## src/gpd_pkg.sv

```systemverilog
// Package of bus command codes and timing counts for the instrument bus interface.
package gpd_pkg;
   localparam logic [4:0] GPD_DEFAULT_ADDR = 5'h0b;
   localparam logic [6:0] GPD_CMD_GTL = 7'h01;
   localparam logic [6:0] GPD_CMD_SDC = 7'h04;
   localparam logic [6:0] GPD_CMD_PPC = 7'h05;
   localparam logic [6:0] GPD_CMD_GET = 7'h08;
   localparam logic [6:0] GPD_CMD_LLO = 7'h11;
   localparam logic [6:0] GPD_CMD_DCL = 7'h14;
   localparam logic [6:0] GPD_CMD_SPE = 7'h18;
   localparam logic [6:0] GPD_CMD_SPD = 7'h19;
   localparam logic [6:0] GPD_CMD_UNL = 7'h3f;
   localparam logic [6:0] GPD_CMD_UNT = 7'h5f;
   localparam logic [1:0] GPD_GRP_LISTEN = 2'h1;
   localparam logic [1:0] GPD_GRP_TALK = 2'h2;
   localparam int GPD_STB_RQS_BIT = 6;
   // Settle time between data placed on the bus and data valid asserted.
   localparam int GPD_SETTLE_NS = 10;
   localparam int GPD_CLK_NS = 5;
   localparam int GPD_SETTLE_CYC = (GPD_SETTLE_NS + GPD_CLK_NS - 1) / GPD_CLK_NS;
   typedef enum logic [1:0] {GPD_SH_IDLE, GPD_SH_SETTLE, GPD_SH_VALID, GPD_SH_WAIT} gpd_sh_state_t;
   typedef enum logic [1:0] {GPD_AH_READY, GPD_AH_ACCEPT, GPD_AH_WAIT} gpd_ah_state_t;
endpackage

```

## src/gpd_source_hs.sv

```systemverilog
// Source handshake engine that drives one byte at a time onto the bus.
`timescale 1ns/1ps
`default_nettype none
module gpd_source_hs
   import gpd_pkg::*;
(
   input wire logic clk,
   input wire logic rst_n,
   input wire logic clear,
   input wire logic enable,
   input wire logic byte_valid,
   output logic byte_ready,
   input wire logic [7:0] byte_data,
   input wire logic byte_last,
   input wire logic nrfd_in,
   input wire logic ndac_in,
   output logic dav_out,
   output logic [7:0] dio_out,
   output logic eoi_out,
   output logic driving
);
   gpd_sh_state_t state_reg;
   logic [3:0] cnt_reg;
   logic [7:0] data_reg;
   logic last_reg;
   // The settle counter below is four bits wide and must count at least once.
   if (GPD_SETTLE_CYC < 1 || GPD_SETTLE_CYC > 15) begin : g_settle_chk
      $error("settle count does not fit the source counter");
   end
   wire start = (state_reg == GPD_SH_IDLE) && enable && byte_valid;
   wire settled = (cnt_reg == 4'h0);
   assign byte_ready = (state_reg == GPD_SH_IDLE) && enable;
   assign dav_out = (state_reg == GPD_SH_VALID);
   assign dio_out = data_reg;
   assign eoi_out = last_reg && (state_reg != GPD_SH_IDLE);
   assign driving = (state_reg != GPD_SH_IDLE);
   always_ff @(posedge clk) begin
      if (!rst_n || clear) begin
         state_reg <= GPD_SH_IDLE;
         cnt_reg <= 4'h0;
         data_reg <= 8'h00;
         last_reg <= 1'b0;
      end else begin
         case (state_reg)
            GPD_SH_IDLE: if (start) begin
               data_reg <= byte_data;
               last_reg <= byte_last;
               cnt_reg <= 4'(GPD_SETTLE_CYC);
               state_reg <= GPD_SH_SETTLE;
            end
            GPD_SH_SETTLE: begin
               if (!settled) cnt_reg <= cnt_reg - 4'h1;
               // Data valid only once ready-for-data and not-accepted are both seen.
               if (!enable) state_reg <= GPD_SH_IDLE;
               else if (settled && !nrfd_in && ndac_in) state_reg <= GPD_SH_VALID;
            end
            GPD_SH_VALID: begin
               // Attention takes the data lines back on the next clock, mid-handshake or not.
               if (!enable) state_reg <= GPD_SH_IDLE;
               else if (!ndac_in) state_reg <= GPD_SH_WAIT;
            end
            GPD_SH_WAIT: if (!enable || ndac_in) state_reg <= GPD_SH_IDLE;
            default: state_reg <= GPD_SH_IDLE;
         endcase
      end
   end
endmodule // gpd_source_hs
`default_nettype wire

```

## src/gpd_interface.sv

```systemverilog
// Instrument-side bus interface: acceptor, talker, listener, service request, remote and clear.
// Functional notes
// - Source handshake moves talker bytes onto the bus.
// - Acceptor handshake holds ready and accepted so no byte is lost.
// - Device data is sent only while addressed as talker.
// - Basic talker with serial poll; own listen address drops talker state.
// - Device data is accepted only while addressed as listener.
// - Basic listener; own talk address drops listener state.
// - Device asks for service by asserting the service request line.
// - Remote is taken with remote enable asserted and own address received.
// - Go-to-local to an addressed listener returns the device to local.
// - No parallel poll response; data lines never answer a parallel poll.
// - Universal clear, or selective clear while addressed as listener, reinitialises the device.
// - Group trigger while addressed as listener starts the triggered operation.
// - No controller: attention, interface clear and remote enable never driven.
// - Only primary addresses are decoded; secondaries are ignored.
// - Serial poll enable plus talk returns status; disable ends it.
// - Primary address defaults to eleven unless reconfigured.
// - Attention asserted means command bytes, released means device data.
// - Data valid follows ready and not-accepted, drops after accepted, per byte.
// - Interface clear idles talker and listener but keeps remote.
// - End-or-identify goes out with the final byte of a transfer.
`timescale 1ns/1ps
`default_nettype none
module gpd_interface
   import gpd_pkg::*;
(
   input wire logic clk,
   input wire logic rst_n,
   input wire logic [4:0] cfg_addr,
   input wire logic cfg_addr_load,
   input wire logic atn_in,
   input wire logic ifc_in,
   input wire logic ren_in,
   input wire logic [7:0] dio_in,
   input wire logic dav_in,
   input wire logic nrfd_in,
   input wire logic ndac_in,
   input wire logic eoi_in,
   output logic [7:0] dio_out,
   output logic dio_oe,
   output logic dav_out,
   output logic dav_oe,
   output logic nrfd_out,
   output logic nrfd_oe,
   output logic ndac_out,
   output logic ndac_oe,
   output logic eoi_out,
   output logic eoi_oe,
   output logic srq_out,
   output logic srq_oe,
   output logic atn_out,
   output logic atn_oe,
   output logic ifc_out,
   output logic ifc_oe,
   output logic ren_out,
   output logic ren_oe,
   input wire logic tx_valid,
   output logic tx_ready,
   input wire logic [7:0] tx_data,
   input wire logic tx_last,
   output logic [7:0] rx_data,
   output logic rx_last,
   output logic rx_valid,
   input wire logic [7:0] status_byte,
   input wire logic service_req,
   output logic talker_active,
   output logic listener_active,
   output logic serial_poll,
   output logic remote,
   output logic trigger,
   output logic device_clear
);
   logic [4:0] addr_reg;
   logic talk_reg;
   logic listen_reg;
   logic spoll_reg;
   logic remote_reg;
   gpd_ah_state_t ah_reg;
   logic [7:0] rx_data_reg;
   logic rx_last_reg;
   logic rx_valid_reg;
   logic trig_reg;
   logic clr_reg;
   logic stb_sent_reg;
   // True when a command byte carries the given address group and this device's address.
   function automatic logic gpd_addr_hit(input logic [6:0] c, input logic [1:0] grp,
      input logic [4:0] own);
      return (c[6:5] == grp) && (c[4:0] == own);
   endfunction
   // Bus lines are low true; inputs here are already logic-true levels.
   // Interface clear wins over a byte in flight, so nothing is taken while it stands.
   wire accept = (ah_reg == GPD_AH_READY) && dav_in && !ifc_in;
   wire [6:0] cmd = dio_in[6:0];
   wire cmd_accept = accept && atn_in;
   wire data_accept = accept && !atn_in && listen_reg;
   wire is_mla = gpd_addr_hit(cmd, GPD_GRP_LISTEN, addr_reg);
   wire is_mta = gpd_addr_hit(cmd, GPD_GRP_TALK, addr_reg);
   wire is_ota = cmd[6:5] == GPD_GRP_TALK && !is_mta && cmd != GPD_CMD_UNT;
   wire is_unl = cmd == GPD_CMD_UNL;
   wire is_unt = cmd == GPD_CMD_UNT;
   wire is_dcl = cmd == GPD_CMD_DCL;
   wire is_sdc = cmd == GPD_CMD_SDC && listen_reg;
   wire is_gtl = cmd == GPD_CMD_GTL && listen_reg;
   wire is_get = cmd == GPD_CMD_GET && listen_reg;
   wire is_spe = cmd == GPD_CMD_SPE;
   wire is_spd = cmd == GPD_CMD_SPD;
   wire do_clear = cmd_accept && (is_dcl || is_sdc);
   // The talker may source only with attention released.
   wire sh_enable = talk_reg && !atn_in && !ifc_in;
   wire src_valid = spoll_reg ? !stb_sent_reg : tx_valid;
   wire [7:0] src_data = spoll_reg
      ? {status_byte[7], service_req, status_byte[5:0]} : tx_data;
   wire src_last = spoll_reg ? 1'b0 : tx_last;
   wire src_ready;
   wire sh_driving;
   wire [7:0] sh_dio;
   wire sh_eoi;
   wire sh_dav;
   gpd_source_hs u_src (
      .clk(clk),
      .rst_n(rst_n),
      .clear(ifc_in),
      .enable(sh_enable),
      .byte_valid(src_valid),
      .byte_ready(src_ready),
      .byte_data(src_data),
      .byte_last(src_last),
      .nrfd_in(nrfd_in),
      .ndac_in(ndac_in),
      .dav_out(sh_dav),
      .dio_out(sh_dio),
      .eoi_out(sh_eoi),
      .driving(sh_driving)
   );
   assign tx_ready = src_ready && !spoll_reg;
   // Parallel poll (attention with end-or-identify) is never answered on the data lines.
   assign dio_out = sh_dio;
   assign dio_oe = sh_driving && talk_reg;
   assign dav_out = sh_dav;
   assign dav_oe = sh_driving && talk_reg;
   assign eoi_out = sh_eoi;
   assign eoi_oe = sh_driving && talk_reg;
   // Acceptor: not-ready held while a byte is in hand, not-accepted until it is taken.
   wire ah_idle = ifc_in ? 1'b1 : !(atn_in || listen_reg);
   assign nrfd_out = !ah_idle && (ah_reg != GPD_AH_READY);
   assign nrfd_oe = nrfd_out;
   assign ndac_out = !ah_idle && (ah_reg != GPD_AH_WAIT);
   assign ndac_oe = ndac_out;
   assign srq_out = service_req && !spoll_reg;
   assign srq_oe = srq_out;
   assign atn_out = 1'b0;
   assign atn_oe = 1'b0;
   assign ifc_out = 1'b0;
   assign ifc_oe = 1'b0;
   assign ren_out = 1'b0;
   assign ren_oe = 1'b0;
   assign rx_data = rx_data_reg;
   assign rx_last = rx_last_reg;
   assign rx_valid = rx_valid_reg;
   assign talker_active = talk_reg;
   assign listener_active = listen_reg;
   assign serial_poll = spoll_reg;
   assign remote = remote_reg;
   assign trigger = trig_reg;
   assign device_clear = clr_reg;

   always_ff @(posedge clk) begin
      if (!rst_n) begin
         addr_reg <= GPD_DEFAULT_ADDR;
      end else if (cfg_addr_load) begin
         addr_reg <= cfg_addr;
      end
   end

   always_ff @(posedge clk) begin
      if (!rst_n) begin
         ah_reg <= GPD_AH_READY;
      end else if (ah_idle) begin
         ah_reg <= GPD_AH_READY;
      end else begin
         case (ah_reg)
            GPD_AH_READY: if (dav_in) ah_reg <= GPD_AH_ACCEPT;
            GPD_AH_ACCEPT: ah_reg <= GPD_AH_WAIT;
            GPD_AH_WAIT: if (!dav_in) ah_reg <= GPD_AH_READY;
            default: ah_reg <= GPD_AH_READY;
         endcase
      end
   end

   always_ff @(posedge clk) begin
      if (!rst_n || ifc_in) begin
         talk_reg <= 1'b0;
         listen_reg <= 1'b0;
      end else if (cmd_accept) begin
         if (is_mta) talk_reg <= 1'b1;
         else if (is_unt || is_ota || is_mla) talk_reg <= 1'b0;
         if (is_mla) listen_reg <= 1'b1;
         else if (is_unl || is_mta) listen_reg <= 1'b0;
      end
   end

   always_ff @(posedge clk) begin
      if (!rst_n || ifc_in) begin
         spoll_reg <= 1'b0;
      end else if (cmd_accept && is_spe) begin
         spoll_reg <= 1'b1;
      end else if (cmd_accept && is_spd) begin
         spoll_reg <= 1'b0;
      end
   end

   // One status byte per talk handshake; a new attention cycle rearms it.
   always_ff @(posedge clk) begin
      if (!rst_n || atn_in || !spoll_reg) begin
         stb_sent_reg <= 1'b0;
      end else if (src_ready && src_valid) begin
         stb_sent_reg <= 1'b1;
      end
   end

   // Remote survives interface clear; only remote enable or go-to-local end it.
   always_ff @(posedge clk) begin
      if (!rst_n || !ren_in) begin
         remote_reg <= 1'b0;
      end else if (cmd_accept && is_gtl) begin
         remote_reg <= 1'b0;
      end else if (cmd_accept && (is_mla || is_mta)) begin
         remote_reg <= 1'b1;
      end
   end

   always_ff @(posedge clk) begin
      if (!rst_n) begin
         trig_reg <= 1'b0;
         clr_reg <= 1'b0;
      end else begin
         trig_reg <= cmd_accept && is_get;
         clr_reg <= do_clear;
      end
   end

   always_ff @(posedge clk) begin
      if (!rst_n) begin
         rx_valid_reg <= 1'b0;
         rx_data_reg <= 8'h00;
         rx_last_reg <= 1'b0;
      end else begin
         rx_valid_reg <= data_accept;
         if (data_accept) begin
            rx_data_reg <= dio_in;
            rx_last_reg <= eoi_in;
         end
      end
   end
endmodule // gpd_interface
`default_nettype wire

```

## config.mk

```make
export PLATFORM = sky130hd
export DESIGN_NAME = gpd_interface
export DESIGN_NICKNAME = d
export VERILOG_FILES = /design/src/gpd_pkg.sv /design/src/gpd_source_hs.sv /design/src/gpd_interface.sv
export SDC_FILE = /design/constraint.sdc
export NUM_CORES = 1
export LEC_CHECK = 0
export BUFFER_PORTS_ARGS = -buffer_cell sky130_fd_sc_hd__buf_2
export CAP_MARGIN = 40
export CELL_PAD_IN_SITES_DETAIL_PLACEMENT = 1
export CELL_PAD_IN_SITES_GLOBAL_PLACEMENT = 1
export CORE_UTILIZATION = 34
export CTS_BUF_LIST = sky130_fd_sc_hd__clkbuf_4 sky130_fd_sc_hd__clkbuf_8 sky130_fd_sc_hd__clkbuf_16
export CTS_CLUSTER_DIAMETER = 60
export CTS_CLUSTER_SIZE = 14
export DETAILED_ROUTE_END_ITERATION = 6
export PLACE_DENSITY = 0.82
export SLEW_MARGIN = 10
export SYNTH_ARGS = -nofsm -noshare
export SYNTH_HDL_FRONTEND = slang
export SYNTH_SLANG_ARGS = --single-unit
```

## constraint.sdc

```tcl
create_clock -name clk -period 1.7 [get_ports clk]
set_input_delay 0.085 -clock clk [delete_from_list [all_inputs] [get_ports clk]]
set_output_delay 0.085 -clock clk [all_outputs]
set_load 0.01 [all_outputs]
```

# Word level (Yosys, flattened, before mapping)
# Cells that the tools add are included.
# word_totals
wordCells,135
output_inout_bits,42
in_bits,42
ff_bits,39
# classes
n_bitwise,1
n_mux,23
n_reduce_logical,69
n_addsub,1
n_eq_ne,25
# op_table
op,count
$logic_and 1x1->1,30
$eq 7x5->1 const B,3
$mux 2,8
$reduce_bool 2->1,6
$logic_not 1->1,11
$logic_or 1x1->1,11
$mux 1,9
$eq 2x2->1 const B,4
$mux 4,2
$mux 8,1
$ne 2x2->1 const B,4
$pmux 2 s4,1
$pmux 4 s2,1
$reduce_and 2->1,4
$eq 7x1->1 const B,1
$eq 7x3->1 const B,1
$eq 7x4->1 const B,1
$eq 7x6->1 const B,1
$eq 7x7->1 const B,1
$ne 7x7->1 const B,1
$eq 2x1->1 const B,3
$ne 3x3->1 const B,2
$pmux 2 s3,1
$eq 5x5->1,1
other kinds (8),11

# Longest topological paths before layout
# depth
depth_word,9
depth_mapped,6
mapped_depth_nobuf,5

# By module
# Synthesis repeated with hierarchy kept, for this count alone.
# unflattened
cells_unflattened,229
hier_area_um2,2023.2
# modules_own_cells
module,cells_each,n_inst,area_per_inst_um2,seq_area_each_um2
gpd_interface,147,1,1342.5,480.5
gpd_source_hs,82,1,680.7,300.3

# Worst setup path before layout
# No wires, ideal clock.
# synth_timing
path_type,reg-to-reg
start,reg ah_reg[0]
end,"reg talk_reg, in the netlist talker_active"
arrival_time_ns,1.380
required_ns,1.597
n_path_buf,0
period_less_slack_ns,1.484
stages_incl_launch_ff,5
setup_ns,0.103
path_slack_ns,0.216
path_cell_list,dfxtp_1 nor4b_4 and4_4 a31oi_1 a2111oi_2
# synth_between
elab_chain_len,5
# synth_rtl
item,line,source
"start, declared",gpd_interface.sv:79,gpd_ah_state_t ah_reg;
"start signal, assigned",gpd_interface.sv:178,ah_reg <= GPD_AH_READY;
"start signal, assigned",gpd_interface.sv:180,ah_reg <= GPD_AH_READY;
"start signal, assigned",gpd_interface.sv:183,GPD_AH_READY: if (dav_in) ah_reg <= GPD_AH_ACCEPT;
$logic_not 2->1,gpd_interface.sv:93,wire accept = (ah_reg == GPD_AH_READY) && dav_in && !ifc_in;
$logic_and 1x1->1 (2 in a row),gpd_interface.sv:93,
$logic_and 1x1->1,gpd_interface.sv:95,wire cmd_accept = accept && atn_in;
$reduce_and 2->1 (no line),--,
"end signal, assigned",gpd_interface.sv:193,talk_reg <= 1'b0;
"end signal, assigned",gpd_interface.sv:196,if (is_mta) talk_reg <= 1'b1;
"end signal, assigned",gpd_interface.sv:197,else if (is_unt || is_ota || is_mla) talk_reg <= 1'b0;
"end, declared",gpd_interface.sv:75,logic talk_reg;
# No other way between the ends.
# A chain may end at the register's enable or synchronous reset.

# Final worst setup path
# layout_timing
start,reg ah_reg[1]
end,"reg talk_reg, in the netlist talker_active"
# Same word-level chain as after synthesis.

==> flow_summary.yaml <==
place:
  place_congestion: 0.813
  placed_area_um2: 2400
  hpwlAfterDp_um: 4120
  dp_cells: 358
  numPortBuffers: 76
logic_synthesis:
  synth.avg_cell_area_um2: 9.04
  postSynthCellCount: 219
  seq_area_frac_synth: 0.394
  synthesis.area_um2: 1980
  ys_types: 45
  yosys.area.top_type: "dfxtp_1"
  synth_top_cells_by_count: "dfxtp_1, nor2_1, mux2i_1, buf_4, nand2_1"
  synthArstFlopShare: 0
  post-synth-top-count-cell: "dfxtp_1"
  postSynthRegisterBits: 39
  synth.top_cells.by_area: "dfxtp_1, mux2i_1, nor2_1"
  synth_edf_count: 0
  synth_top_area_share: 0.394
  synthFlopType: "dfxtp_1"
  yosysWarningCount: 0
route:
  wire_per_inst_um: 14.7
  drtIter0Drc: 52
  via_count: 1853
  final_antenna_net_count: 0
  drt-total-wl_um: 5400
  remaining_drc_errors: 0
  vias_per_cell: 5.05
  first_pass_iters: 4
layout:
  fin_util: 0.451
  num-fill-cells: 706
  drive_above_1_share: 0.329
  final_area_um2: 2510
  finalNonFillerCells: 367
  area_growth_syn_to_layout_pct: 26.9
  fin_nets: 338
  diodes: 0
cts:
  cts_root_buffer: "clkbuf_8"
  clkTransAtPathRegs_ps: 70
  cts.sinks: 39
  insertion_delay_ps: 290
  cts_resized: 0
  htreeDepth: 2
  post_cts_buffers: 0
  cts_buffers: 5
  cts_tree: "yes"
  cts_hold_buf: 1
  ctsLongestPathBuffers: 2
global_route:
  grt.overflow.total: 0
  grt_use_total: 0.188
  grt_pass1_vias: 1886
  grt_max_degree: 24
  grt_antenna_before_repair: 0
  grt_pass1_wl_um: 9050
min_path:
  holdCritPathClass: "input pin to flop"
floorplan:
  core_um2: 5570
  boundaryPins: 84
  num_rows: 27
  die_h_um: 78.3
  initial_utilization: 0.355
  die_x_um: 78.3
  die-area_um2: 6130
setup_path:
  crit_chain: "nor4b_4 > buf_4 > nand4_1 > o31ai_1 > a2111oi_2"
  crit_path_end_kind: "flop"
  cp_max_fo: 6
  cp.arrival_ps: 1730
  slowest_stage: "dfxtp_1"
  slowest_delay_ps: 360
  r2r_slack_ps: 130
  crit_type: "flop to flop"
  required_ps: 1870
  start_kind: "flop"
power:
  p_leak_nw: 1.19
  vdd_drop_max_mv: 0.352
  power.density_nw_per_um2: 721
sta:
  max_freq_ghz: 0.638
  final-hold-violation-count: 0
  fin_skew_ps: 2.84
  rsz0062_at_grt: "false"
  finalCriticalPeriod_ps: 1570
  finalCritPeriodShare: 0.922
  finalMaxSlewViolations: 0
  setup_viol: 0
  fin_tns_setup_ps: 0
job:
  cap_violations: 0
run_status:
  outcome: "finished clean"
==> layout by cell type, fill, tap and decap left out, types with 7 or more instances in the layout <==
cell      count
a211oi_1     11
buf_4         7
dfxtp_1      39
mux2i_1      25
clkbuf_8      7
buf_2        76
nor2_1       29
nand2_1      13
inv_1         8
nand3_1       7
==> report_power, final <==
group	internal (W)	switching (W)	total, W
logic	0.0000808	0.000101	0.000182
registers	0.000921	0.00000625	0.000927
clock network	0.000386	0.000316	0.000702
==> final cells by class <==
| cell class | count | area, um2 | area share |
|---|---|---|---|
| clock buffers | 8 | 104 | 0.0413 |
| inverters | 8 | 30.0 | 0.0119 |
| multi-input cells | 155 | 1050 | 0.416 |
| flip-flops and latches | 39 | 781 | 0.311 |
| well taps | 72 | 90.1 | 0.0358 |
| repair buffers | 85 | 463 | 0.184 |
==> critical path: cells and delay by family (launching register included) <==
family | cells | cell delay (ps)
flip-flops | 1 | 360
buffers and inverters | 1 | 200
AND/OR/NAND/NOR | 2 | 470
AO/OA/AOI/OAI | 2 | 420
==> stage by stage <==
stage	hold slack, ps	worst slack (ps)	total power (W)
3_5_place_dp	297	141	0.00113
2_1_floorplan	147	216	0.00105
3_3_place_gp	291	241	0.00112
6_report	9.00	132	0.00181
5_1_grt	8.13	28.4	0.00188
4_1_cts	2.63	126	0.00183
==> logic make-up after synthesis <==
kind of cell,share of synthesized area
XOR/XNOR,0.0265
flip-flops,0.394
AND/OR/NAND/NOR,0.232
multiplexers,0.126
other,0.00189
adder cells (fa/ha/maj),0.0126
AO/OA/AOI/OAI,0.119
buffers and inverters,0.0872
==> routing by layer <==
metal  track usage  share of wire  vias up
li1              -              -      907
met1         0.227           0.44      877
met2         0.325           0.50       58
met3        0.0395          0.046       11
met4        0.0722          0.019        0
met5             0              0        -
==> path summary, 6_finish.rpt <==
path / start / endpoint / depth (start not counted)
worst min-delay path: cfg_addr[1] / addr_reg[1] / 3
worst min register to register: rx_data[6] / rx_data[6] / 2
worst max register to register: ah_reg[1] / talker_active / 5
worst max-delay path: ah_reg[1] / talker_active / 5
No activity file was read; power rests on OpenSTA's default activity.
